### config.mk
export PLATFORM = sky130hd
export DESIGN_NAME = pafo_override
export DESIGN_NICKNAME = d
export VERILOG_FILES = /design/src/rtl/pafo_pkg.sv /design/src/rtl/pafo_override.sv
export SDC_FILE = /design/constraint.sdc
export NUM_CORES = 1
export LEC_CHECK = 0
export BUFFER_PORTS_ARGS = -buffer_cell sky130_fd_sc_hd__buf_4
export CORE_MARGIN = 5
export CORE_UTILIZATION = 35
export CTS_CLUSTER_DIAMETER = 50
export DETAILED_ROUTE_END_ITERATION = 16
export PLACE_DENSITY_LB_ADDON = 0.1
export SYNTH_ARGS = -nofsm -noshare
export SYNTH_HDL_FRONTEND = slang
export SYNTH_SLANG_ARGS = --single-unit
### constraint.sdc
create_clock -name clk_i -period 1.2 [get_ports clk_i]
set_clock_uncertainty 0.15 [all_clocks]
set_input_delay 0.06 -clock clk_i [delete_from_list [all_inputs] [get_ports clk_i]]
set_output_delay 0.06 -clock clk_i [all_outputs]
set_load 0.05 [all_outputs]
### src/rtl/pafo_pkg.sv
// pafo_pkg: pin positions and widths for the port A override block.
// assumes: one system clock; all users write pafo_pkg::name.
package pafo_pkg;
   localparam int unsigned PIN_COUNT      = 8;
   localparam int unsigned SYNC_STAGES    = 2;
   // --------------------------------------------------------------------
   // pin positions within port A
   // --------------------------------------------------------------------
   localparam int unsigned BIT_UART_RX    = 0;
   localparam int unsigned BIT_UART_TX    = 1;
   localparam int unsigned BIT_SPI_MISO   = 2;
   localparam int unsigned BIT_EXT_EXTERNAL_INTERRUPT_ONE   = 3;
   localparam int unsigned BIT_SPI_MOSI   = 4;
   localparam int unsigned BIT_SPI_SCK    = 5;
   localparam int unsigned BIT_SPI_SS     = 6;
   localparam int unsigned BIT_REFERENCE  = 7;
   // --------------------------------------------------------------------
   // reset values of the registered outputs
   // --------------------------------------------------------------------
   localparam logic [PIN_COUNT-1:0] PINS_RESET = 8'h00;
   localparam logic                 BIT_RESET  = 1'h0;
   localparam logic                 SS_RESET_N = 1'h1;
endpackage : pafo_pkg

### src/rtl/pafo_override.sv
// pafo_override: alternate-function override logic for the eight port A pins.
// assumes: port registers and peripherals share clk_i; pad inputs are asynchronous
// and are synchronised here; all pin-facing outputs are registered (one cycle late).

// Contract
// - internal reference routed out, pin driver off
// - external reference pin: pull-up, driver off
// - SPI slave forces select pin input
// - SPI master: select direction from port
// - clock pin: slave input, master port direction
// - MOSI pin: slave input, master port direction
// - USI data out replaces bit 2 value
// - MISO pin: master input, slave port direction
// - UART transmitter forces bit 1 output
// - LIN transmit drives bit 1, pull-up off
// - UART receiver forces bit 0 input
// - LIN receiver forces bit 0 input
// - capture pin feeds timer1 capture logic
// - interrupt-one pin feeds detector, input enabled
// - value override replaces port output bit
// - input-enable override beats processor state
// - port pull-up disable ORed with global
module pafo_override #(
   parameter int unsigned N = pafo_pkg::PIN_COUNT
) (
   input  wire logic         clk_i,                        // system clock, 40 MHz
   input  wire logic         rst_n_i,                      // async reset, active low
   input  wire logic [N-1:0] pin_in_i,                     // pad levels, asynchronous
   output logic      [N-1:0] pin_out_o,                    // pad output value
   output logic      [N-1:0] pin_oe_o,                     // pad driver enable, high drives
   output logic      [N-1:0] pin_pullup_o,                 // pad pull-up enable
   output logic      [N-1:0] pin_input_enable_o,           // digital input buffer enable
   input  wire logic [N-1:0] porta_output_i,               // port output register
   input  wire logic [N-1:0] porta_direction_i,            // port direction register
   input  wire logic         global_pullup_disable_i,      // global pull-up disable
   input  wire logic         porta_pullup_disable_i,       // port-wise pull-up disable
   input  wire logic         mcu_input_enable_i,           // input enable from sleep state
   input  wire logic         spi_enable_bit_i,             // SPI enabled
   input  wire logic         spi_master_select_i,          // SPI is master
   input  wire logic         spi_sck_out_i,                // SPI master clock out
   input  wire logic         spi_mosi_out_i,               // SPI master data out
   input  wire logic         spi_miso_out_i,               // SPI slave data out
   input  wire logic         serial_if_three_wire_i,       // USI in three-wire mode
   input  wire logic         serial_if_pin_position_i,     // USI mapped onto port A
   input  wire logic         serial_if_data_out_i,         // USI data output
   input  wire logic         timer0_compare_a_enable_i,    // compare A output enabled
   input  wire logic         timer0_compare_a_output_i,    // compare A output level
   input  wire logic         uart_tx_enable_i,             // UART transmitter enabled
   input  wire logic         uart_tx_data_i,               // UART transmit level
   input  wire logic         uart_rx_enable_i,             // UART receiver enabled
   input  wire logic         lin_tx_enable_i,              // LIN transmitter enabled
   input  wire logic         lin_transmit_pin_i,           // LIN transmit level
   input  wire logic         lin_rx_enable_i,              // LIN receiver enabled
   input  wire logic         reference_output_enable_i,    // reference output enable
   input  wire logic         adc_internal_ref_i,           // ADC uses 2.56V or 1.1V reference
   input  wire logic         external_reference_input_i,   // pin used as external ref or bypass
   input  wire logic [N-1:0] analog_digital_disable_i,     // per-pin digital input disable
   input  wire logic         pin_change_group0_enable_i,   // pin-change group enable
   input  wire logic [N-1:0] pin_change_mask_i,            // pin-change mask
   input  wire logic         external_interrupt_one_en_i,  // interrupt one enabled
   output logic      [N-1:0] digital_in_o,                 // gated synchronised pin inputs
   output logic              reference_output_pin_function_o, // reference switched to pin
   output logic              spi_slave_select_n_o,         // SPI slave select, active low
   output logic              timer1_capture_input_o,       // capture trigger input
   output logic              external_interrupt_one_o      // interrupt one input
);
   // ------------------------------------------------------------------------
   // pad input synchroniser
   // ------------------------------------------------------------------------
   logic [N-1:0] sync1_reg, sync2_reg;
   logic [N-1:0] sync1_next, sync2_next;

   always_comb begin
      sync1_next = pin_in_i;
      sync2_next = sync1_reg;
   end

   always_ff @(posedge clk_i or negedge rst_n_i) begin
      if (!rst_n_i) begin
         sync1_reg <= pafo_pkg::PINS_RESET;
         sync2_reg <= pafo_pkg::PINS_RESET;
      end else begin
         sync1_reg <= sync1_next;
         sync2_reg <= sync2_next;
      end
   end

   // ------------------------------------------------------------------------
   // override computation
   // ------------------------------------------------------------------------
   logic [N-1:0] direction_override_enable, direction_override_value;
   logic [N-1:0] port_value_override_enable, port_value_override_value;
   logic [N-1:0] pullup_override_enable, pullup_override_value;
   logic [N-1:0] input_enable_override_enable, input_enable_override_value;
   logic [N-1:0] dir_eff, val_eff, pullup_eff, ie_eff;
   logic         pud_eff, spi_master, spi_slave, ref_out, usi3;

   always_comb begin
      direction_override_enable    = '0;
      direction_override_value     = '0;
      port_value_override_enable   = '0;
      port_value_override_value    = '0;
      pullup_override_enable       = '0;
      pullup_override_value        = '0;
      pud_eff    = global_pullup_disable_i | porta_pullup_disable_i;
      spi_master = spi_enable_bit_i & spi_master_select_i;
      spi_slave  = spi_enable_bit_i & ~spi_master_select_i;
      usi3       = serial_if_three_wire_i & serial_if_pin_position_i;
      ref_out    = reference_output_enable_i & adc_internal_ref_i;
      // bit 7: analog reference use shuts off driver and pull-up
      if (ref_out || external_reference_input_i) begin
         direction_override_enable[pafo_pkg::BIT_REFERENCE] = 1'b1;
         pullup_override_enable[pafo_pkg::BIT_REFERENCE]    = 1'b1;
      end
      // bits 6..4: slave forces input, master leaves the direction bit in charge
      if (spi_slave) begin
         direction_override_enable[pafo_pkg::BIT_SPI_SS]   = 1'b1;
         direction_override_enable[pafo_pkg::BIT_SPI_SCK]  = 1'b1;
         direction_override_enable[pafo_pkg::BIT_SPI_MOSI] = 1'b1;
      end
      if (spi_master) begin
         port_value_override_enable[pafo_pkg::BIT_SPI_SCK]  = 1'b1;
         port_value_override_value[pafo_pkg::BIT_SPI_SCK]   = spi_sck_out_i;
         port_value_override_enable[pafo_pkg::BIT_SPI_MOSI] = 1'b1;
         port_value_override_value[pafo_pkg::BIT_SPI_MOSI]  = spi_mosi_out_i;
      end
      // bit 2: SPI first, then USI data out, then timer compare
      if (spi_master) begin
         direction_override_enable[pafo_pkg::BIT_SPI_MISO] = 1'b1;
      end else if (spi_slave) begin
         port_value_override_enable[pafo_pkg::BIT_SPI_MISO] = 1'b1;
         port_value_override_value[pafo_pkg::BIT_SPI_MISO]  = spi_miso_out_i;
      end else if (usi3) begin
         port_value_override_enable[pafo_pkg::BIT_SPI_MISO] = 1'b1;
         port_value_override_value[pafo_pkg::BIT_SPI_MISO]  = serial_if_data_out_i;
      end else if (timer0_compare_a_enable_i) begin
         // the pin only shows compare output once software set its direction bit
         port_value_override_enable[pafo_pkg::BIT_SPI_MISO] = 1'b1;
         port_value_override_value[pafo_pkg::BIT_SPI_MISO]  = timer0_compare_a_output_i;
      end
      // bit 1: LIN transmit outranks UART transmit
      if (lin_tx_enable_i || uart_tx_enable_i) begin
         direction_override_enable[pafo_pkg::BIT_UART_TX]  = 1'b1;
         direction_override_value[pafo_pkg::BIT_UART_TX]   = 1'b1;
         port_value_override_enable[pafo_pkg::BIT_UART_TX] = 1'b1;
         port_value_override_value[pafo_pkg::BIT_UART_TX]  =
            lin_tx_enable_i ? lin_transmit_pin_i : uart_tx_data_i;
      end
      if (lin_tx_enable_i) begin
         pullup_override_enable[pafo_pkg::BIT_UART_TX] = 1'b1;
      end
      // bit 0: either receiver forces input, pull-up left to the port bit
      if (uart_rx_enable_i || lin_rx_enable_i) begin
         direction_override_enable[pafo_pkg::BIT_UART_RX] = 1'b1;
      end
      // digital input enable overrides
      input_enable_override_value = pin_change_mask_i & {N{pin_change_group0_enable_i}};
      input_enable_override_value[pafo_pkg::BIT_EXT_EXTERNAL_INTERRUPT_ONE] =
         input_enable_override_value[pafo_pkg::BIT_EXT_EXTERNAL_INTERRUPT_ONE] | external_interrupt_one_en_i;
      input_enable_override_enable = analog_digital_disable_i | input_enable_override_value;
      // effective pad controls
      for (int i = 0; i < N; i++) begin
         dir_eff[i] = direction_override_enable[i] ? direction_override_value[i]
                                                   : porta_direction_i[i];
         val_eff[i] = port_value_override_enable[i] ? port_value_override_value[i]
                                                    : porta_output_i[i];
         // forced inputs other than bit 7 keep pull-up control through the port bit
         pullup_eff[i] = pullup_override_enable[i] ? pullup_override_value[i]
                       : (~dir_eff[i] & porta_output_i[i] & ~pud_eff);
         ie_eff[i] = input_enable_override_enable[i] ? input_enable_override_value[i]
                                                     : mcu_input_enable_i;
      end
   end

   // ------------------------------------------------------------------------
   // registered pad and peripheral outputs
   // ------------------------------------------------------------------------
   logic [N-1:0] out_reg, oe_reg, pu_reg, ie_reg, din_reg;
   logic [N-1:0] din_next;
   logic         ref_reg;

   always_comb begin
      din_next = sync2_reg & ie_eff;
   end

   always_ff @(posedge clk_i or negedge rst_n_i) begin
      if (!rst_n_i) begin
         out_reg <= pafo_pkg::PINS_RESET;
         oe_reg  <= pafo_pkg::PINS_RESET;
         pu_reg  <= pafo_pkg::PINS_RESET;
         ie_reg  <= pafo_pkg::PINS_RESET;
         din_reg <= pafo_pkg::PINS_RESET;
         ref_reg <= pafo_pkg::BIT_RESET;
      end else begin
         out_reg <= val_eff;
         oe_reg  <= dir_eff;
         pu_reg  <= pullup_eff;
         ie_reg  <= ie_eff;
         din_reg <= din_next;
         ref_reg <= ref_out;
      end
   end

   assign pin_out_o                       = out_reg;
   assign pin_oe_o                        = oe_reg;
   assign pin_pullup_o                    = pu_reg;
   assign pin_input_enable_o              = ie_reg;
   assign digital_in_o                    = din_reg;
   assign reference_output_pin_function_o = ref_reg;
   // select reads high while idle so a disabled input never activates the slave
   assign spi_slave_select_n_o            = din_reg[pafo_pkg::BIT_SPI_SS]
                                            | ~ie_reg[pafo_pkg::BIT_SPI_SS];
   assign timer1_capture_input_o          = din_reg[pafo_pkg::BIT_SPI_MOSI];
   assign external_interrupt_one_o        = din_reg[pafo_pkg::BIT_EXT_EXTERNAL_INTERRUPT_ONE];
endmodule // pafo_override

After elaboration in Yosys (flattened, before gate mapping)
Index checks and enable logic that the tools add are counted.
{"block": "totals", "register_bits": 57, "input_bits": 66, "output_inout_bits": 44, "elab_cells": 87}
{"block": "op_classes", "mux": 39, "bitwise": 37, "reduce_logical": 3}
{"cell": "two-way mux 1 bit", "n": 36}
{"cell": "bitwise AND 1 bit", "n": 20}
{"cell": "bitwise AND 8 bit", "n": 2}
{"cell": "NOT 1 bit", "n": 11}
{"cell": "OR 8 bit", "n": 1}
{"cell": "two-way mux 2 bit", "n": 2}
{"cell": "logical OR 1 bit", "n": 3}
{"cell": "two-way mux 3 bit", "n": 1}
{"cell": "OR 1 bit", "n": 3}

Depth between registers and ports, before layout
{"block": "logic_depth", "word_depth": 8, "ltp_mapped": 4, "depth_no_buf": 3}

Worst setup path after synthesis
OpenSTA, ideal clock, no wires.
{"block": "synth_path", "kind": "register to output", "startpoint": "register din_reg[6], in the netlist digital_in_o[6]", "endpoint": "output port spi_slave_select_n_o", "arrival_time_ns": 1.090, "required_time_ns": 0.990, "setup_slack_ns": -0.100, "path_stages_with_launch": 2, "path_buffers": 0, "path_cell_list": "dfrtp_1 nand2b_1"}
{"block": "synth_via", "elab_chain_cells": 1}
{"item": "start, declared", "line_no": "pafo_override.sv:178", "source": "logic [N-1:0] out_reg, oe_reg, pu_reg, ie_reg, din_reg;"}
{"item": "start signal, assigned", "line_no": "pafo_override.sv:192", "source": "din_reg <= pafo_pkg::PINS_RESET;"}
{"item": "start signal, assigned", "line_no": "pafo_override.sv:199", "source": "din_reg <= din_next;"}
{"item": "OR 1 bit", "line_no": "pafo_override.sv:212", "source": "| ~ie_reg[pafo_pkg::BIT_SPI_SS];"}
{"item": "end, declared", "line_no": "pafo_override.sv:63", "source": "output logic spi_slave_select_n_o,"}
Every way passes these cells.

Final worst setup path
Same ends and word-level chain as after synthesis.

==> flow_results.xml <==
<?xml version="1.0" encoding="UTF-8"?>
<metrics>
  <group name="die">
    <metric name="placeableCoreArea" unit="um^2">5070</metric>
    <metric name="die-width" unit="um">81.9</metric>
    <metric name="top_level_ports" unit="">110</metric>
    <metric name="placementRows" unit="">26</metric>
    <metric name="overall_die_area" unit="um^2">6710</metric>
    <metric name="start_util" unit="">0.357</metric>
    <metric name="chipHeight" unit="um">81.9</metric>
  </group>
  <group name="clock_tree">
    <metric name="clock_insertion_delay_worst_skew" unit="ns">0.31</metric>
    <metric name="tritoncts" unit="">built</metric>
    <metric name="ctsRootBufferMaster" unit="">clkbuf_8</metric>
    <metric name="clk_pin_slew" unit="ns">0.06</metric>
    <metric name="htreeDepth" unit="">3</metric>
    <metric name="cts-buffers-inserted" unit="">9</metric>
    <metric name="clock_path_buffers" unit="">2</metric>
    <metric name="cts.repair_timing.setup_buffer_count" unit="">0</metric>
    <metric name="cts_sinks" unit="">57</metric>
  </group>
  <group name="placement">
    <metric name="port_buffers" unit="">109</metric>
    <metric name="postPlaceCellArea" unit="um^2">2720</metric>
    <metric name="cell_count_after_placement" unit="">300</metric>
    <metric name="post-place-ws" unit="ns">0.248</metric>
    <metric name="finalWeightedCongestion" unit="">0.746</metric>
    <metric name="dp_hpwl" unit="um">3170</metric>
  </group>
  <group name="sta">
    <metric name="final_hold_viol_count" unit="">0</metric>
    <metric name="fin_tns_setup" unit="ns">0</metric>
    <metric name="fmaxAchievable" unit="GHz">0.839</metric>
    <metric name="setup_viol" unit="">0</metric>
    <metric name="timing_worst_slew_pin_value" unit="ns">0.298</metric>
    <metric name="fin_ws" unit="ns">0.00763</metric>
    <metric name="finalCritPeriodShare" unit="">0.994</metric>
    <metric name="unrepaired_setup_endpoints_after_global_routing" unit="">yes</metric>
    <metric name="timing.max_slew.rel_slack" unit="">0.801</metric>
    <metric name="final_critical_period" unit="ns">1.19</metric>
    <metric name="finalMaxSlewViolations" unit="">0</metric>
  </group>
  <group name="worst_setup_path">
    <metric name="cp-endpoint" unit="">spi_slave_select_n_o</metric>
    <metric name="crit-reg2reg-capture" unit="">digital_in_o[1]</metric>
    <metric name="setup.worst_path.start_class" unit="">flop</metric>
    <metric name="reg2regPathDepth" unit="">1</metric>
    <metric name="crit_path_max_fanout" unit="">2</metric>
    <metric name="r2r_setup_slack" unit="ns">0.47</metric>
    <metric name="worst_r2r_startpoint" unit="">sync2_reg[1]</metric>
    <metric name="arrival" unit="ns">0.98</metric>
    <metric name="worst_setup_path_end_kind" unit="">output port</metric>
    <metric name="setup.worst_path.class" unit="">reg -&gt; out</metric>
    <metric name="cp_data_required_time" unit="ns">0.99</metric>
    <metric name="worst_setup_path_startpoint" unit="">digital_in_o[6]</metric>
  </group>
  <group name="cells_and_area">
    <metric name="multi_input_area" unit="um^2">373</metric>
    <metric name="final_layout_fill_cell_count" unit="">378</metric>
    <metric name="seq_area" unit="um^2">1430</metric>
    <metric name="n_antenna_cell" unit="">0</metric>
    <metric name="layout-area-overhead-vs-synth" unit="%">96.8</metric>
    <metric name="final_cells" unit="">378</metric>
    <metric name="layout_cell_share_with_drive_strength_beyond_1" unit="">0.435</metric>
    <metric name="final_nets" unit="">370</metric>
    <metric name="layout.cell_area.non_filler" unit="um^2">3560</metric>
  </group>
  <group name="routing">
    <metric name="drc" unit="">0</metric>
    <metric name="detail_route.iter0.violations" unit="">67</metric>
    <metric name="routed-wl-met2" unit="um">2790</metric>
    <metric name="topRoutingLayerUsed" unit="">met4</metric>
    <metric name="drt.antenna.violating_nets" unit="">0</metric>
    <metric name="detailroute.wirelength.met3" unit="um">519</metric>
    <metric name="route.layer.met1.wl" unit="um">1770</metric>
    <metric name="post_drt_via_cell_ratio" unit="">4.23</metric>
    <metric name="drt-total-wl" unit="um">5280</metric>
    <metric name="via_count" unit="">1600</metric>
    <metric name="wl_per_cell" unit="um">14.0</metric>
    <metric name="first_pass_iters" unit="">6</metric>
  </group>
  <group name="global_route">
    <metric name="global_route.usage.total" unit="">0.165</metric>
    <metric name="vias_in_the_first_global_route" unit="">1761</metric>
    <metric name="grt_remaining_overflow" unit="">0</metric>
    <metric name="wire_length_of_the_first_global_routing_pass" unit="um">8070</metric>
    <metric name="antenna_found_initial" unit="">0</metric>
    <metric name="largest_net_degree_at_the_start_of_global_routing" unit="">58</metric>
  </group>
  <group name="pwr">
    <metric name="irDropWorstVdd" unit="mV">0.728</metric>
    <metric name="power.static_leakage" unit="nW">1.76</metric>
    <metric name="power_dens_cells" unit="nW/um^2">1330</metric>
  </group>
  <group name="logic_synthesis">
    <metric name="synth.cell_area" unit="um^2">1810</metric>
    <metric name="yosysUniqueCellTypes" unit="">18</metric>
    <metric name="postSynthAreaPerCell" unit="um^2">14.7</metric>
    <metric name="syn_nets" unit="">189</metric>
    <metric name="seq_area_frac_synth" unit="">0.788</metric>
    <metric name="synth.yosys.warnings" unit="">0</metric>
    <metric name="ys_seq_elements" unit="">57</metric>
    <metric name="syn-instance-count" unit="">123</metric>
  </group>
  <group name="outcome">
    <metric name="outcome" unit="">finished, final reports clean</metric>
  </group>
  <group name="flow_run">
    <metric name="cap_violations" unit="">0</metric>
  </group>
  <group name="hold_path">
    <metric name="hold_path.class" unit="">in -&gt; reg</metric>
  </group>
</metrics>
-- routing by layer --
| metal | global-route usage | vias to the layer above |
|---|---|---|
| li1 | - | 757 |
| met4 | 0.101 | 0 |
| met5 | 0 | - |
| met3 | 0.0515 | 17 |
| met1 | 0.162 | 744 |
| met2 | 0.299 | 82 |
-- report_power, final --
group / leakage [nW] / internal (mW) / switching, mW / total, mW
sequential: 0.698 / 2.03 / 0.0303 / 2.06
clock: 0.102 / 1.05 / 0.669 / 1.72
combinational: 0.963 / 0.439 / 0.522 / 0.962
total: 1.76 / 3.52 / 1.22 / 4.74
-- layout make-up --
cell class | count | area share
Timing Repair Buffer | 173 | 0.414
Inverter | 1 | 0.00105
Clock inverter | 3 | 0.0112
Tap cell | 70 | 0.0246
Clock buffer | 12 | 0.0436
Multi-Input combinational cell | 62 | 0.105
Sequential cell | 57 | 0.400
-- critical path, stage by stage, from the launching register on --
cell and delay, ns:
dfrtp_1 0.38, nand2b_4 0.15, buf_8 0.14
-- Yosys cell counts, drive strengths merged --
cell type | count | area share
and4b | 1 | 0.0055
nand2 | 17 | 0.035
nand2b | 2 | 0.0069
and2 | 14 | 0.048
inv | 1 | 0.0021
nor3b | 1 | 0.0041
a21oi | 1 | 0.0048
nor4b | 1 | 0.0048
mux2i | 2 | 0.011
or3 | 1 | 0.0062
dfrtp | 57 | 0.79
mux2 | 4 | 0.025
o21ai | 10 | 0.028
nor2 | 8 | 0.019
buf | 3 | 0.011
-- worst min path at each step --
stage | end | slack [ns] | start | cells after the start
2_1_floorplan | digital_in_o[0] | -0.39 | rst_n_i | 0
3_3_place_gp | pin_input_enable_o[1] | -0.08 | rst_n_i | 2
3_5_place_dp | pin_input_enable_o[1] | -0.08 | rst_n_i | 2
4_1_cts | pin_out_o[2] | 0.02 | timer0_compare_a_output_i | 4
5_1_grt | pin_out_o[2] | 0.07 | timer0_compare_a_output_i | 4
6_report | pin_out_o[2] | 0.04 | timer0_compare_a_output_i | 4
-- metrics by stage --
stage / hold WS [ns] / total power [mW] / utilization
final: 0.0356 / 4.74 / 0.702
after global routing: 0.0695 / 4.96 / 0.702
after CTS: 0.0186 / 4.79 / 0.701
after detailed placement: -0.0793 / 2.87 / 0.536
after global placement: -0.0824 / 2.87 / 0.536
after floorplan: -0.386 / 2.49 / -
-- cells in the final DEF (no fill, tap or decap), drive strengths merged --
cell / Yosys / layout
a21oi: 1 / 1
dfrtp: 57 / 57
or3: 1 / 1
dlygate4sd3: 0 / 63
nor4b: 1 / 1
o21ai: 10 / 10
clkinv: 0 / 2
nor3b: 1 / 1
clkbuf: 0 / 12
and2: 14 / 14
nand2b: 2 / 2
inv: 1 / 1
mux2: 4 / 4
mux2i: 2 / 2
nand2: 17 / 17
nor2: 8 / 8
buf: 3 / 110
bufinv: 0 / 1
and4b: 1 / 1
-- timing repair --
item                                    in CTS  in global routing
hold buffers                                63                  0
resized for setup                            3                  2
endpoints found under the setup margin       1                  4
hold endpoints to repair                   106                  0
-- cell families after synthesis --
kind of cell	synth area share
flip-flops	0.788
AO/OA/AOI/OAI	0.0325
AND/OR/NAND/NOR	0.131
multiplexers	0.0359
buffers and inverters	0.0131
Power figures use the tool's default switching activity.
